===== src/pkg/ebpfc_pkg.sv =====
// Constants for the external bus pin function controller.
package ebpfc_pkg;

    // ------------------------------------------------------------
    // Register byte offsets
    // ------------------------------------------------------------
    localparam logic [7:0] EBPFC_OFS_CS_OUT_EN   = 8'h00;
    localparam logic [7:0] EBPFC_OFS_CS_PIN_SEL  = 8'h04;
    localparam logic [7:0] EBPFC_OFS_UPPER_ADDR  = 8'h08;
    localparam logic [7:0] EBPFC_OFS_AREA_WIDTH  = 8'h0C;
    localparam logic [7:0] EBPFC_OFS_SYS_CTRL    = 8'h10;
    localparam logic [7:0] EBPFC_OFS_PIN_STATUS  = 8'h14;

    // ------------------------------------------------------------
    // Field positions and widths
    // ------------------------------------------------------------
    localparam int EBPFC_STROBES      = 8;
    localparam int EBPFC_UPPER_LINES  = 5;
    localparam int EBPFC_AREAS        = 8;
    localparam int EBPFC_PORTB_PINS   = 4;
    localparam int EBPFC_SEL7_POS     = 6;
    localparam int EBPFC_SEL6_POS     = 4;
    localparam int EBPFC_SEL5_POS     = 2;
    localparam int EBPFC_SEL_RSV_MSB  = 1;
    localparam int EBPFC_EXP_EN_POS   = 0;
    localparam int EBPFC_AWH_POS      = 8;

    // ------------------------------------------------------------
    // Reset values, pin-select codes and the 16-bit area width code
    // ------------------------------------------------------------
    localparam logic [7:0]  EBPFC_RST_CS_OUT_EN  = 8'h00;
    localparam logic [7:0]  EBPFC_RST_CS_PIN_SEL = 8'h00;
    localparam logic [4:0]  EBPFC_RST_UPPER_ADDR = 5'h00;
    localparam logic [15:0] EBPFC_RST_AREA_WIDTH = 16'h0000;
    localparam logic [1:0]  EBPFC_SEL_PIN_A      = 2'h0;
    localparam logic [1:0]  EBPFC_SEL_PIN_B      = 2'h1;
    localparam logic [1:0]  EBPFC_WIDTH_16       = 2'h1;

endpackage


===== src/rtl/ebpfc_strobe_router.sv =====
// Routes chip-select strobes onto the four shared port B pins.
module ebpfc_strobe_router
    import ebpfc_pkg::*;
(
    // Control
    input  wire logic [7:0] cs_en,
    input  wire logic [7:0] pin_sel,
    input  wire logic       exp_en,
    // Strobes, active low
    input  wire logic [7:0] strobe_n,
    // Port B pin function
    output logic      [3:0] pin_oe,
    output logic      [3:0] pin_n
);

    // ------------------------------------------------------------
    // Pin-select decode
    // ------------------------------------------------------------
    // Bit 0 means pin A, bit 1 means pin B; prohibited codes select nothing.
    function automatic logic [1:0] ebpfc_sel_hit(input logic [1:0] code, input logic en);
        ebpfc_sel_hit = 2'h0;
        if (en && code == EBPFC_SEL_PIN_A)
            ebpfc_sel_hit = 2'h1;
        else if (en && code == EBPFC_SEL_PIN_B)
            ebpfc_sel_hit = 2'h2;
    endfunction

    logic [1:0] hit7;
    logic [1:0] hit6;
    logic [1:0] hit5;
    logic [7:0] act;
    logic [7:0] on;

    always_comb
    begin
        hit7 = ebpfc_sel_hit(pin_sel[EBPFC_SEL7_POS +: 2], cs_en[7]);
        hit6 = ebpfc_sel_hit(pin_sel[EBPFC_SEL6_POS +: 2], cs_en[6]);
        hit5 = ebpfc_sel_hit(pin_sel[EBPFC_SEL5_POS +: 2], cs_en[5]);
        on   = exp_en ? cs_en : 8'h00;
        act  = ~strobe_n;
        // Pin 3: strobe 3, strobe 7 on A.
        pin_oe[3] = on[3] | (exp_en & hit7[0]);
        pin_n[3]  = ~((on[3] & act[3]) | (exp_en & hit7[0] & act[7]));
        // Pin 2: strobe 2, strobe 6 on A.
        pin_oe[2] = on[2] | (exp_en & hit6[0]);
        pin_n[2]  = ~((on[2] & act[2]) | (exp_en & hit6[0] & act[6]));
        // Pin 1: strobe 1, strobe 5 on A, strobes 6 and 7 on B.
        pin_oe[1] = on[1] | (exp_en & (hit5[0] | hit6[1] | hit7[1]));
        pin_n[1]  = ~((on[1] & act[1]) | (exp_en & ((hit5[0] & act[5]) | (hit6[1] & act[6])
                    | (hit7[1] & act[7]))));
        // Pin 0: strobes 0 and 4, strobe 5 on B.
        pin_oe[0] = on[0] | on[4] | (exp_en & hit5[1]);
        pin_n[0]  = ~((on[0] & act[0]) | (on[4] & act[4]) | (exp_en & hit5[1] & act[5]));
    end

endmodule // ebpfc_strobe_router


===== src/rtl/ebpfc_top.sv =====
// External bus pin function controller with its APB register file.
module ebpfc_top
    import ebpfc_pkg::*;
(
    // Clock, reset and enable
    input  wire logic        clock,
    input  wire logic        rstn,
    input  wire logic        ce,
    // Operating mode from the mode controller
    input  wire logic        ext_extended_mode,
    // APB slave
    input  wire logic        psel,
    input  wire logic        penable,
    input  wire logic        pwrite,
    input  wire logic [7:0]  paddr,
    input  wire logic [31:0] pwdata,
    output logic             pready,
    output logic      [31:0] prdata,
    output logic             pslverr,
    // Chip-select strobes from the bus controller, active low
    input  wire logic [7:0]  chip_strobe_n,
    // Pin functions
    output logic      [4:0]  portf_addr_oe,
    output logic      [7:0]  porth_data_sel,
    output logic      [7:0]  porti_data_sel,
    output logic      [3:0]  portb_strobe_oe,
    output logic      [3:0]  portb_strobe_n
);

    // ------------------------------------------------------------
    // Register state
    // ------------------------------------------------------------
    logic [7:0]  cs_en_q,       cs_en_d;
    logic [7:0]  cs_sel_q,      cs_sel_d;
    logic [4:0]  upper_en_q,    upper_en_d;
    logic [15:0] area_width_q,  area_width_d;
    logic        exp_en_q,      exp_en_d;
    logic        init_q,        init_d;
    logic        pready_q,      pready_d;
    logic [31:0] prdata_q,      prdata_d;
    logic        pslverr_q,     pslverr_d;
    logic        wr_go;
    logic        hit;
    logic [31:0] rd_val;

    // ------------------------------------------------------------
    // APB slave and register file
    // ------------------------------------------------------------
    always_comb
    begin
        hit = 1'b1;
        rd_val = 32'h0000_0000;
        unique case (paddr)
            EBPFC_OFS_CS_OUT_EN:  rd_val = {24'h000000, cs_en_q};
            EBPFC_OFS_CS_PIN_SEL: rd_val = {24'h000000, cs_sel_q[7:2], 2'h0};
            EBPFC_OFS_UPPER_ADDR: rd_val = {27'h0000000, upper_en_q};
            EBPFC_OFS_AREA_WIDTH: rd_val = {16'h0000, area_width_q};
            EBPFC_OFS_SYS_CTRL:   rd_val = {31'h00000000, exp_en_q};
            EBPFC_OFS_PIN_STATUS: rd_val = {17'h00000, portb_strobe_oe, porti_data_sel[0],
                                            porth_data_sel[0], portf_addr_oe, portb_strobe_n};
            default:              hit = 1'b0;
        endcase
    end

    assign wr_go = psel & penable & pready_q & pwrite & hit;

    always_comb
    begin
        pready_d  = psel & penable & ~pready_q;
        prdata_d  = prdata_q;
        pslverr_d = 1'b0;
        if (psel & penable & ~pready_q)
        begin
            prdata_d  = pwrite ? 32'h0000_0000 : rd_val;
            pslverr_d = ~hit;
        end
        cs_en_d      = cs_en_q;
        cs_sel_d     = cs_sel_q;
        upper_en_d   = upper_en_q;
        area_width_d = area_width_q;
        exp_en_d     = exp_en_q;
        init_d       = 1'b1;
        if (!init_q)
            cs_en_d[0] = ext_extended_mode;
        if (wr_go)
        begin
            unique case (paddr)
                EBPFC_OFS_CS_OUT_EN:  cs_en_d = pwdata[7:0];
                EBPFC_OFS_CS_PIN_SEL: cs_sel_d = {pwdata[7:2], 2'h0};
                EBPFC_OFS_UPPER_ADDR: upper_en_d = pwdata[4:0];
                EBPFC_OFS_AREA_WIDTH: area_width_d = pwdata[15:0];
                EBPFC_OFS_SYS_CTRL:   exp_en_d = pwdata[EBPFC_EXP_EN_POS];
                default:              exp_en_d = exp_en_q;
            endcase
        end
    end

    always_ff @(posedge clock or negedge rstn)
    begin
        if (!rstn)
        begin
            cs_en_q      <= EBPFC_RST_CS_OUT_EN;
            cs_sel_q     <= EBPFC_RST_CS_PIN_SEL;
            upper_en_q   <= EBPFC_RST_UPPER_ADDR;
            area_width_q <= EBPFC_RST_AREA_WIDTH;
            exp_en_q     <= 1'b0;
            init_q       <= 1'b0;
            pready_q     <= 1'b0;
            prdata_q     <= 32'h0000_0000;
            pslverr_q    <= 1'b0;
        end
        else if (ce)
        begin
            cs_en_q      <= cs_en_d;
            cs_sel_q     <= cs_sel_d;
            upper_en_q   <= upper_en_d;
            area_width_q <= area_width_d;
            exp_en_q     <= exp_en_d;
            init_q       <= init_d;
            pready_q     <= pready_d;
            prdata_q     <= prdata_d;
            pslverr_q    <= pslverr_d;
        end
    end

    assign pready  = pready_q;
    assign prdata  = prdata_q;
    assign pslverr = pslverr_q;

    // ------------------------------------------------------------
    // Pin function outputs
    // ------------------------------------------------------------
    logic [4:0] addr_oe_q,  addr_oe_d;
    logic [7:0] dlo_q,      dlo_d;
    logic [7:0] dhi_q,      dhi_d;
    logic [3:0] pb_oe_q;
    logic [3:0] pb_n_q;
    logic [3:0] pb_oe_d;
    logic [3:0] pb_n_d;
    logic       wide16;

    ebpfc_strobe_router u_router
    (
        .cs_en    (cs_en_q),
        .pin_sel  (cs_sel_q),
        .exp_en   (exp_en_q),
        .strobe_n (chip_strobe_n),
        .pin_oe   (pb_oe_d),
        .pin_n    (pb_n_d)
    );

    always_comb
    begin
        wide16 = 1'b0;
        for (int i = 0; i < EBPFC_AREAS; i++)
            if ({area_width_q[EBPFC_AWH_POS + i], area_width_q[i]} == EBPFC_WIDTH_16)
                wide16 = 1'b1;
        addr_oe_d = exp_en_q ? upper_en_q : 5'h00;
        dlo_d     = {8{exp_en_q}};
        dhi_d     = {8{exp_en_q & wide16}};
    end

    always_ff @(posedge clock or negedge rstn)
    begin
        if (!rstn)
        begin
            addr_oe_q <= 5'h00;
            dlo_q     <= 8'h00;
            dhi_q     <= 8'h00;
            pb_oe_q   <= 4'h0;
            pb_n_q    <= 4'hF;
        end
        else if (ce)
        begin
            addr_oe_q <= addr_oe_d;
            dlo_q     <= dlo_d;
            dhi_q     <= dhi_d;
            pb_oe_q   <= pb_oe_d;
            pb_n_q    <= pb_n_d;
        end
    end

    assign portf_addr_oe   = addr_oe_q;
    assign porth_data_sel  = dlo_q;
    assign porti_data_sel  = dhi_q;
    assign portb_strobe_oe = pb_oe_q;
    assign portb_strobe_n  = pb_n_q;
endmodule // ebpfc_top


===== config.mk =====
export PLATFORM = sky130hd
export DESIGN_NAME = ebpfc_top
export DESIGN_NICKNAME = d
export VERILOG_FILES = /design/src/pkg/ebpfc_pkg.sv /design/src/rtl/ebpfc_strobe_router.sv /design/src/rtl/ebpfc_top.sv
export SDC_FILE = /design/constraint.sdc
export NUM_CORES = 1
export LEC_CHECK = 0
export BUFFER_PORTS_ARGS = -buffer_cell sky130_fd_sc_hd__buf_4
export CAP_MARGIN = 20
export CORE_MARGIN = 5
export CORE_UTILIZATION = 46
export DETAILED_ROUTE_END_ITERATION = 7
export PLACE_DENSITY = 0.86
export SLEW_MARGIN = 20
export SYNTH_ARGS = -nofsm -noshare
export SYNTH_HDL_FRONTEND = slang
export SYNTH_SLANG_ARGS = --single-unit

===== constraint.sdc =====
create_clock -name clock -period 1.65 [get_ports clock]
set_clock_uncertainty 0.1 [all_clocks]
set_input_delay 0.165 -clock clock [delete_from_list [all_inputs] [get_ports clock]]
set_output_delay 0.165 -clock clock [all_outputs]
set_load 0.02 [all_outputs]

==> Word level (Yosys, flattened, before mapping) <==
Cells that the tools add are included.
{ "word_totals": {"wordCells": 114, "out_inout_bits": 63, "reg_bits": 86, "in_bits": 55} }
{ "classes": {"mux": 23, "reduce_logical": 17, "bitwise": 43, "n_eq_ne": 16} }
{ "ops": {"columns": ["operator", "n"], "rows": [
  ["16-bit case mux with 6 select lines", 1],
  ["32-bit two-way mux", 1],
  ["1-bit bitwise AND", 22],
  ["2-bit by 1-bit equality test with 1-bit output, second input constant", 11],
  ["8-bit by 4-bit equality test with 1-bit output, second input constant", 2],
  ["8-bit by 5-bit equality test with 1-bit output, second input constant", 2],
  ["3-bit AND reduction", 5],
  ["1-bit OR", 14],
  ["1-bit two-way mux", 13],
  ["2-bit two-way mux", 6],
  ["5-bit two-way mux", 2],
  ["8-bit by 3-bit equality test with 1-bit output, second input constant", 1],
  ["8-bit zero test", 1],
  ["8-bit inverter", 1],
  ["1-bit logical AND", 6],
  ["2-bit zero test", 3],
  ["1-bit inverter", 6],
  ["6-bit OR reduction", 1],
  ["2-bit AND reduction", 1]
]} }

==> Depth between registers and ports, before layout <==
Gate-level depths: netlist of run 1.
{ "logic_depth": {"word_depth": 10, "ltp_mapped": 6, "ltp_nobuf": 4} }

==> Cells and area by module <==
Synthesis of run 1 repeated with hierarchy kept, for this count alone.
{ "hier_totals": {"hier_cells": 322, "hier_area_um2": 3706.1} }
{ "by_module_without_submodules": {"columns": ["mod", "n_inst", "area_per_inst_um2", "cells_each", "seq_area_each_um2"], "rows": [
  ["ebpfc_top", 1, 3505.9, 297, 1756.7],
  ["ebpfc_strobe_router", 1, 200.2, 25, 0.0]
]} }

==> Least setup slack after synthesis of run 1 <==
OpenSTA, ideal clock, no wires.
{ "synth_path": {"path_kind": "input -> register", "start": "in paddr[5]", "end": "reg upper_en_q[0]", "arrival_time_ns": 1.850, "stages": 5, "required_time_ns": 1.425, "n_path_buf": 1, "slack_ns": -0.425, "setup_ns": 0.125, "cell_sequence": "or3_4 -> a2111oi_4 -> or4b_1 -> buf_2 -> mux2_4"} }
{ "synth_via": {"elab_chain_cells": 5, "word_cells_on_any_way": 10, "classes_between": "eq/ne: 5; mux: 1; bitwise: 1; reduce/logical: 3"} }
{ "synth_rtl": {"columns": ["element", "line_no", "source"], "rows": [
  ["start, declared", "ebpfc_top.sv:15", "input wire logic [7:0] paddr,"],
  ["8-bit by 5-bit equality test with 1-bit output, or another cell as far along", "ebpfc_top.sv:53", "unique case (paddr)"],
  ["6-bit OR reduction (no source line)", null, null],
  ["1-bit two-way mux", "ebpfc_top.sv:53", null],
  ["1-bit bitwise AND", "ebpfc_top.sv:65", "assign wr_go = psel & penable & pready_q & pwrite & hit;"],
  ["3-bit AND reduction (no source line) (*)", null, null],
  ["end signal, assigned", "ebpfc_top.sv:116", "upper_en_q <= upper_en_d;"],
  ["end, declared", "ebpfc_top.sv:35", "logic [4:0] upper_en_q, upper_en_d;"]
]} }
Mark *: on every way between the ends. The rest lies on a longest branch, timed or not.
A chain may end at the register's enable or synchronous reset.

==> Worst setup path in the final report of run 1 <==
{ "layout_path": {"start": "in paddr[6]", "end": "reg upper_en_q[4]"} }
The elaborated chain is that of the path after synthesis.

==> run metrics, run 1 <==
fin. max-slew vios 0; Global Route Usage Sum 0.215; Final nets 498; setup_tns -75.1 ps; critical path data arrival time 1810 ps; std cell rows 32; Worst R2R Setup Slack 20 ps; RSZ-0062 raised after global routing yes; # H-tree levels 3; Ports 118; worst r2r dst upper_en_q[4]$_DFFE_PN0P_; WL per Instance 19.7 µm; status complete, but fails checks; sequential area share after synthesis 0.493; CTS tree done; Worst-Skew Late Latency 350 ps; Ys Warns 0; TritonRoute pass-1 iters 5; wire length on met3 990 µm; failing checks negative hold slack, negative setup slack; largest net degree at the start of global routing 35; crit end category flop; top routing layer in use met4; leading cell type in the layout, fill and taps excluded buf_4; hold_ws -5.14 ps; pwr/cell area 744 mW/mm²; Root Buffer clkbuf_8; clk slew on worst S/H paths 80 ps; R2R cell count 3; Clock Path Buffers 2; final WL 10800 µm; antenna violations before repair 0; cells after synthesis 325; vias 3107; Peak VDD IR 0.000326 V; mux contribution to synthesized area 0.153; critical path class in2reg; critical path required time 1790 ps; 1st-iter DRT viols 310; synthesized area per cell 11.0 µm²; port buffer count 85; n_diodes 0; routability congestion estimate 0.922; Max-cap violations 0; HPWL Detailed 7570 µm; total gr overflow 0; ratio of cells with drive above 1 in the final layout 0.422; wire length on met2 5240 µm; Period minus WS final 1670 ps; adder-cell share of the synthesized area 0; Synth Register Bits 70; CP max FO 5; Syn Std Cell Area 0.00356 mm²; DRC viols 0; Initial Util 0.466; routed vias/inst 5.65; nature of the critical path startpoint input port; crit path setup slack, layout -19.1 ps; Simple-Gate Fraction of Synth Area 0.107; setup violators final 5; Leak 2.40 nW; Hold Path Depth 2; worst r2r src pready$_DFFE_PN0P_; first-pass GRT wire length 16100 µm; die area 0.00961 mm²; min-delay src pwdata[4]; Synth cell types 48; compound-gate portion of the synthesized area 0.136; total CTS buffers 9; most frequent cells in the layout buf_4, dfrtp_1, mux2_4; die width 98.0 µm; Post-DRT Antenna Nets 0; maximum clock frequency 599 MHz; Final Cycle Share 1.01; Final Hold Vio Count 1; main combinational cell family by area after synthesis multiplexers; Die H 98.0 µm; Synth Area in XOR/XNOR 0; # fillers 507; WL met1 4200 µm; HP Class in2reg; vias in the first global route 3030; Min-Delay Endpoint area_width_q[4]$_DFFE_PN0P_; Layout area overhead 39.6%; Clock Sinks 70; CORE AREA 0.00765 mm²
==> cell type report <==
class,instances,area (µm²),area share
Inverter,26,97.6,0.0196
Multi-Input combinational cell,199,1600,0.321
Tap cell,102,128,0.0256
Clock inverter,3,65.1,0.0131
Clock buffer,13,169,0.0339
Sequential cell,70,1760,0.353
Timing Repair Buffer,137,1160,0.234
==> cells in the mapped netlist, drive strengths merged <==
cell / instances / area, µm²
a32o: 1 / 10.0
a2111oi: 1 / 27.5
o21ai: 24 / 120
mux2i: 12 / 120
nand4: 1 / 6.26
inv: 26 / 97.6
a21o: 2 / 15.0
nor3b: 4 / 30.0
dfstp: 4 / 105
mux2: 36 / 424
nand2: 18 / 67.6
a22o: 4 / 35.0
nand3b: 3 / 22.5
a22oi: 9 / 67.6
o22ai: 11 / 68.8
buf: 35 / 258
and3: 2 / 12.5
or4: 1 / 7.51
nand3: 8 / 40.0
dfrtp: 66 / 1650
nand4b: 1 / 8.76
a32oi: 1 / 8.76
o22a: 3 / 26.3
a21oi: 7 / 35.0
or3b: 1 / 8.76
o2bb2ai: 3 / 26.3
nor3: 5 / 35.0
or3: 2 / 17.5
nor4: 3 / 33.8
a31oi: 1 / 6.26
nor2b: 3 / 18.8
and2b: 1 / 7.51
or2: 1 / 6.26
o211ai: 3 / 22.5
clkbuf: 10 / 37.5
o311ai: 1 / 8.76
a211oi: 1 / 7.51
conb: 1 / 3.75
or4b: 3 / 30.0
nor2: 5 / 18.8
nor4bb: 1 / 10.0
==> logic make-up after synthesis <==
| group | Yosys count |
|---|---|
| multiplexers | 48 |
| AO/OA/AOI/OAI | 72 |
| AND/OR/NAND/NOR | 63 |
| flip-flops | 70 |
| other | 1 |
| buffers and inverters | 71 |
==> state kept, by name, indices dropped and copies added, names as in the netlist <==
register         cells
pready               1
prdata              16
portb_strobe_oe      4
cs_sel_q             6
cs_en_q              8
pslverr              1
porth_data_sel       1
portf_addr_oe        5
init_q               1
area_width_q        16
exp_en_q             1
porti_data_sel       1
portb_strobe_n       4
upper_en_q           5
==> metal layers <==
metal	vias to the layer above	track usage
met3	41	0.0650
met2	196	0.351
met5	-	0
li1	1348	-
met1	1522	0.270
met4	0	0.0756
==> how the worst max path moves through the flow <==
stage	from	end	slack (ps)	cells past startpoint
final	paddr[6]	upper_en_q[4]$_DFFE_PN0P_	-20	5
after global placement	paddr[6]	upper_en_q[2]$_DFFE_PN0P_	-370	6
after detailed placement	paddr[6]	upper_en_q[2]$_DFFE_PN0P_	-440	6
after global routing	paddr[0]	prdata[9]$_DFFE_PN0P_	-50	9
after CTS	paddr[6]	upper_en_q[2]$_DFFE_PN0P_	-60	6
after floorplan	paddr[4]	upper_en_q[0]$_DFFE_PN0P_	-360	6
==> what timing repair did <==
item,CTS,global route
pin swaps,2,4
setup endpoints to repair,28,29
hold endpoints to repair,90,0
gates resized for setup,5,13
gates cloned,0,1
buffers inserted,0,3
hold buffers,16,0
==> metrics by stage <==
step	instances	util	total power [mW]	setup WS, ps	cell area (µm²)
5_1_grt	550	0.651	3.81	-46.9	4980
6_report	550	0.651	3.70	-19.1	4980
2_1_floorplan	340	-	1.91	-365	3730
4_1_cts	547	0.638	3.68	-59.6	4880
3_5_place_dp	515	0.583	2.07	-438	4460
3_3_place_gp	515	0.583	2.06	-369	4460
==> power breakdown <==
part,internal [mW],total (mW),switching [mW]
clock,0.974,1.62,0.643
sequential,1.72,1.73,0.00744
combinational,0.158,0.354,0.196
==> critical path: stages <==
cell	delay (ps)
buf_6	90
or3_4	400
a2111oi_4	240
or4b_4	580
mux2_4	320
Note: power is estimated with default switching activity, not from simulation.
==> run 2, diff against run 1 <==
- MAX_ROUTING_LAYER: default -> met4
==> run 2 against run 1 <==
The run ends with negative setup slack left. Non-clock buffer count shrank 2. Clock power is essentially flat. Critical endpoint is now upper_en_q[2]$_DFFE_PN0P_. Design area grew 0.23%. Final cell count shrank 0.36%. Combinational power is essentially flat. Utilization grew 0.15 points. Sequential share of layout area shrank 0.080 points. Count of clock-buffer cells in the layout is the same. Hold slack gained 8.7 ps. Power is essentially flat. Largest cell class unchanged. Via count grew 0.16%.
==> run metrics, run 2 (synthesis gave the netlist of run 1 again) <==
Final nets 496 (-0.40%); Initial Util 0.466 (unchanged); Max-cap violations 0 (unchanged); Global Route Usage Sum 0.221 (+0.00683); Ports 118 (unchanged); Final Hold Vio Count 0 (-1); Final Cycle Share 1.02 (+0.00737); die area 0.00961 mm² (unchanged); worst r2r src pready$_DFFE_PN0P_; critical path data arrival time 1810 ps (about the same); R2R cell count 6 (+3); total gr overflow 0 (unchanged); std cell rows 32 (unchanged); Post-DRT Antenna Nets 0 (unchanged); CP max FO 5 (unchanged); leading cell type in the layout, fill and taps excluded buf_4; CTS tree done; clk slew on worst S/H paths 70 ps (about the same); critical path required time 1780 ps (about the same); Worst R2R Setup Slack 0 ps (-20 ps); total CTS buffers 9 (unchanged); cell area after layout 0.00499 mm² (+0.23%); worst r2r dst area_width_q[11]$_DFFE_PN0P_; ratio of cells with drive above 1 in the final layout 0.419 (-0.00259); vias in the first global route 3029 (-0.033%); critical path class in2reg; first-pass GRT wire length 16100 µm (about the same); DRC viols 0 (unchanged); routability congestion estimate 0.938 (+1.8%); pre-CTS setup slack -438 ps (unchanged); port buffer count 85 (unchanged); n_diodes 0 (unchanged); nature of the critical path startpoint input port; maximum clock frequency 595 MHz (-0.72%); RSZ-0062 raised after global routing yes; crit end category flop; WL per Instance 20.1 µm (+2.0%); Min-Delay Endpoint area_width_q[4]$_DFFE_PN0P_; TritonRoute pass-1 iters 8 (+3); Die H 98.0 µm (unchanged); HP Class in2reg; Layout area overhead 39.9%; vias 3112 (+0.16%); Period minus WS final 1680 ps (+12.2 ps); placed instance area 0.00446 mm² (unchanged); largest net degree at the start of global routing 35 (unchanged); 1st-iter DRT viols 259 (-16%); min-delay src pwdata[4]; routed vias/inst 5.68 (+0.53%); most frequent cells in the layout buf_4, dfrtp_1, mux2_4; status complete, but fails checks; Clock Path Buffers 2 (unchanged); HPWL Detailed 7570 µm (unchanged); crit path setup slack, layout -31.3 ps (-12.2 ps); post-layout util 0.652 (+0.00147); # H-tree levels 3 (unchanged); fin. max-slew vios 0 (unchanged); Hold Path Depth 2 (unchanged); Clock Sinks 70 (unchanged); Peak VDD IR 0.000347 V (+6.6%); Root Buffer clkbuf_8; final WL 11000 µm (+1.6%); Leak 2.39 nW (about the same); Worst-Skew Late Latency 350 ps (about the same); pwr/cell area 741 mW/mm² (-0.29%); die width 98.0 µm (unchanged); CORE AREA 0.00765 mm² (unchanged); antenna violations before repair 0 (unchanged); setup violators final 14 (+9); failing checks negative setup slack; hold_ws 3.53 ps (+8.67 ps)
run 2: layout make-up:
cell class	instances	area, µm²
clock inverter	3	65.1
fill	510	2660
multi-input combinational	199	1620
sequential	70	1760
tap	102	128
inverter	26	97.6
timing repair buffer	135	1150
clock buffer	13	169
run 2: report_power, final:
| group | total, mW | switching (mW) | leakage, nW | internal (mW) |
|---|---|---|---|---|
| combinational | 0.354 | 0.197 | 1.32 | 0.157 |
| clock | 1.61 | 0.640 | 0.120 | 0.974 |
| sequential | 1.73 | 0.00740 | 0.951 | 1.72 |
run 2: through the flow:
step / std cells / total power [mW] / TNS, ps
after detailed placement: 515 / 2.07 / -15610
after CTS: 547 / 3.68 / -276
final: 548 / 3.70 / -186
after global placement: 515 / 2.06 / -13390
after floorplan: 340 / 1.91 / -9520
after global routing: 548 / 3.81 / -699
run 2: repair_timing:
item / CTS / global route
hold buffers: 16 / 0
buffers inserted: 0 / 1
gates cloned: 0 / 1
endpoints found under the setup margin: 28 / 29
endpoints found under the hold margin: 90 / 0
resized for setup: 5 / 20
pin swaps: 2 / 2
run 2: worst max path at each step:
stage / from / endpoint / slack, ps / cells after the start
after floorplan: paddr[4] / upper_en_q[0]$_DFFE_PN0P_ / -360 / 6
after global placement: paddr[6] / upper_en_q[2]$_DFFE_PN0P_ / -370 / 6
after detailed placement: paddr[6] / upper_en_q[2]$_DFFE_PN0P_ / -440 / 6
after CTS: paddr[6] / upper_en_q[2]$_DFFE_PN0P_ / -60 / 6
after global routing: paddr[1] / area_width_q[11]$_DFFE_PN0P_ / -40 / 7
final: paddr[6] / upper_en_q[2]$_DFFE_PN0P_ / -30 / 5
run 2: worst max-delay path, stage by stage:
cell and delay (ps):
buf_6 90, or3_4 410, a2111oi_4 240, or4b_4 580, mux2_4 320
run 2: metal layers:
layer	wire, µm	track usage
met5	0	-
met4	386	0.0724
met3	1000	0.0664
met2	5430	0.352
met1	4200	0.271
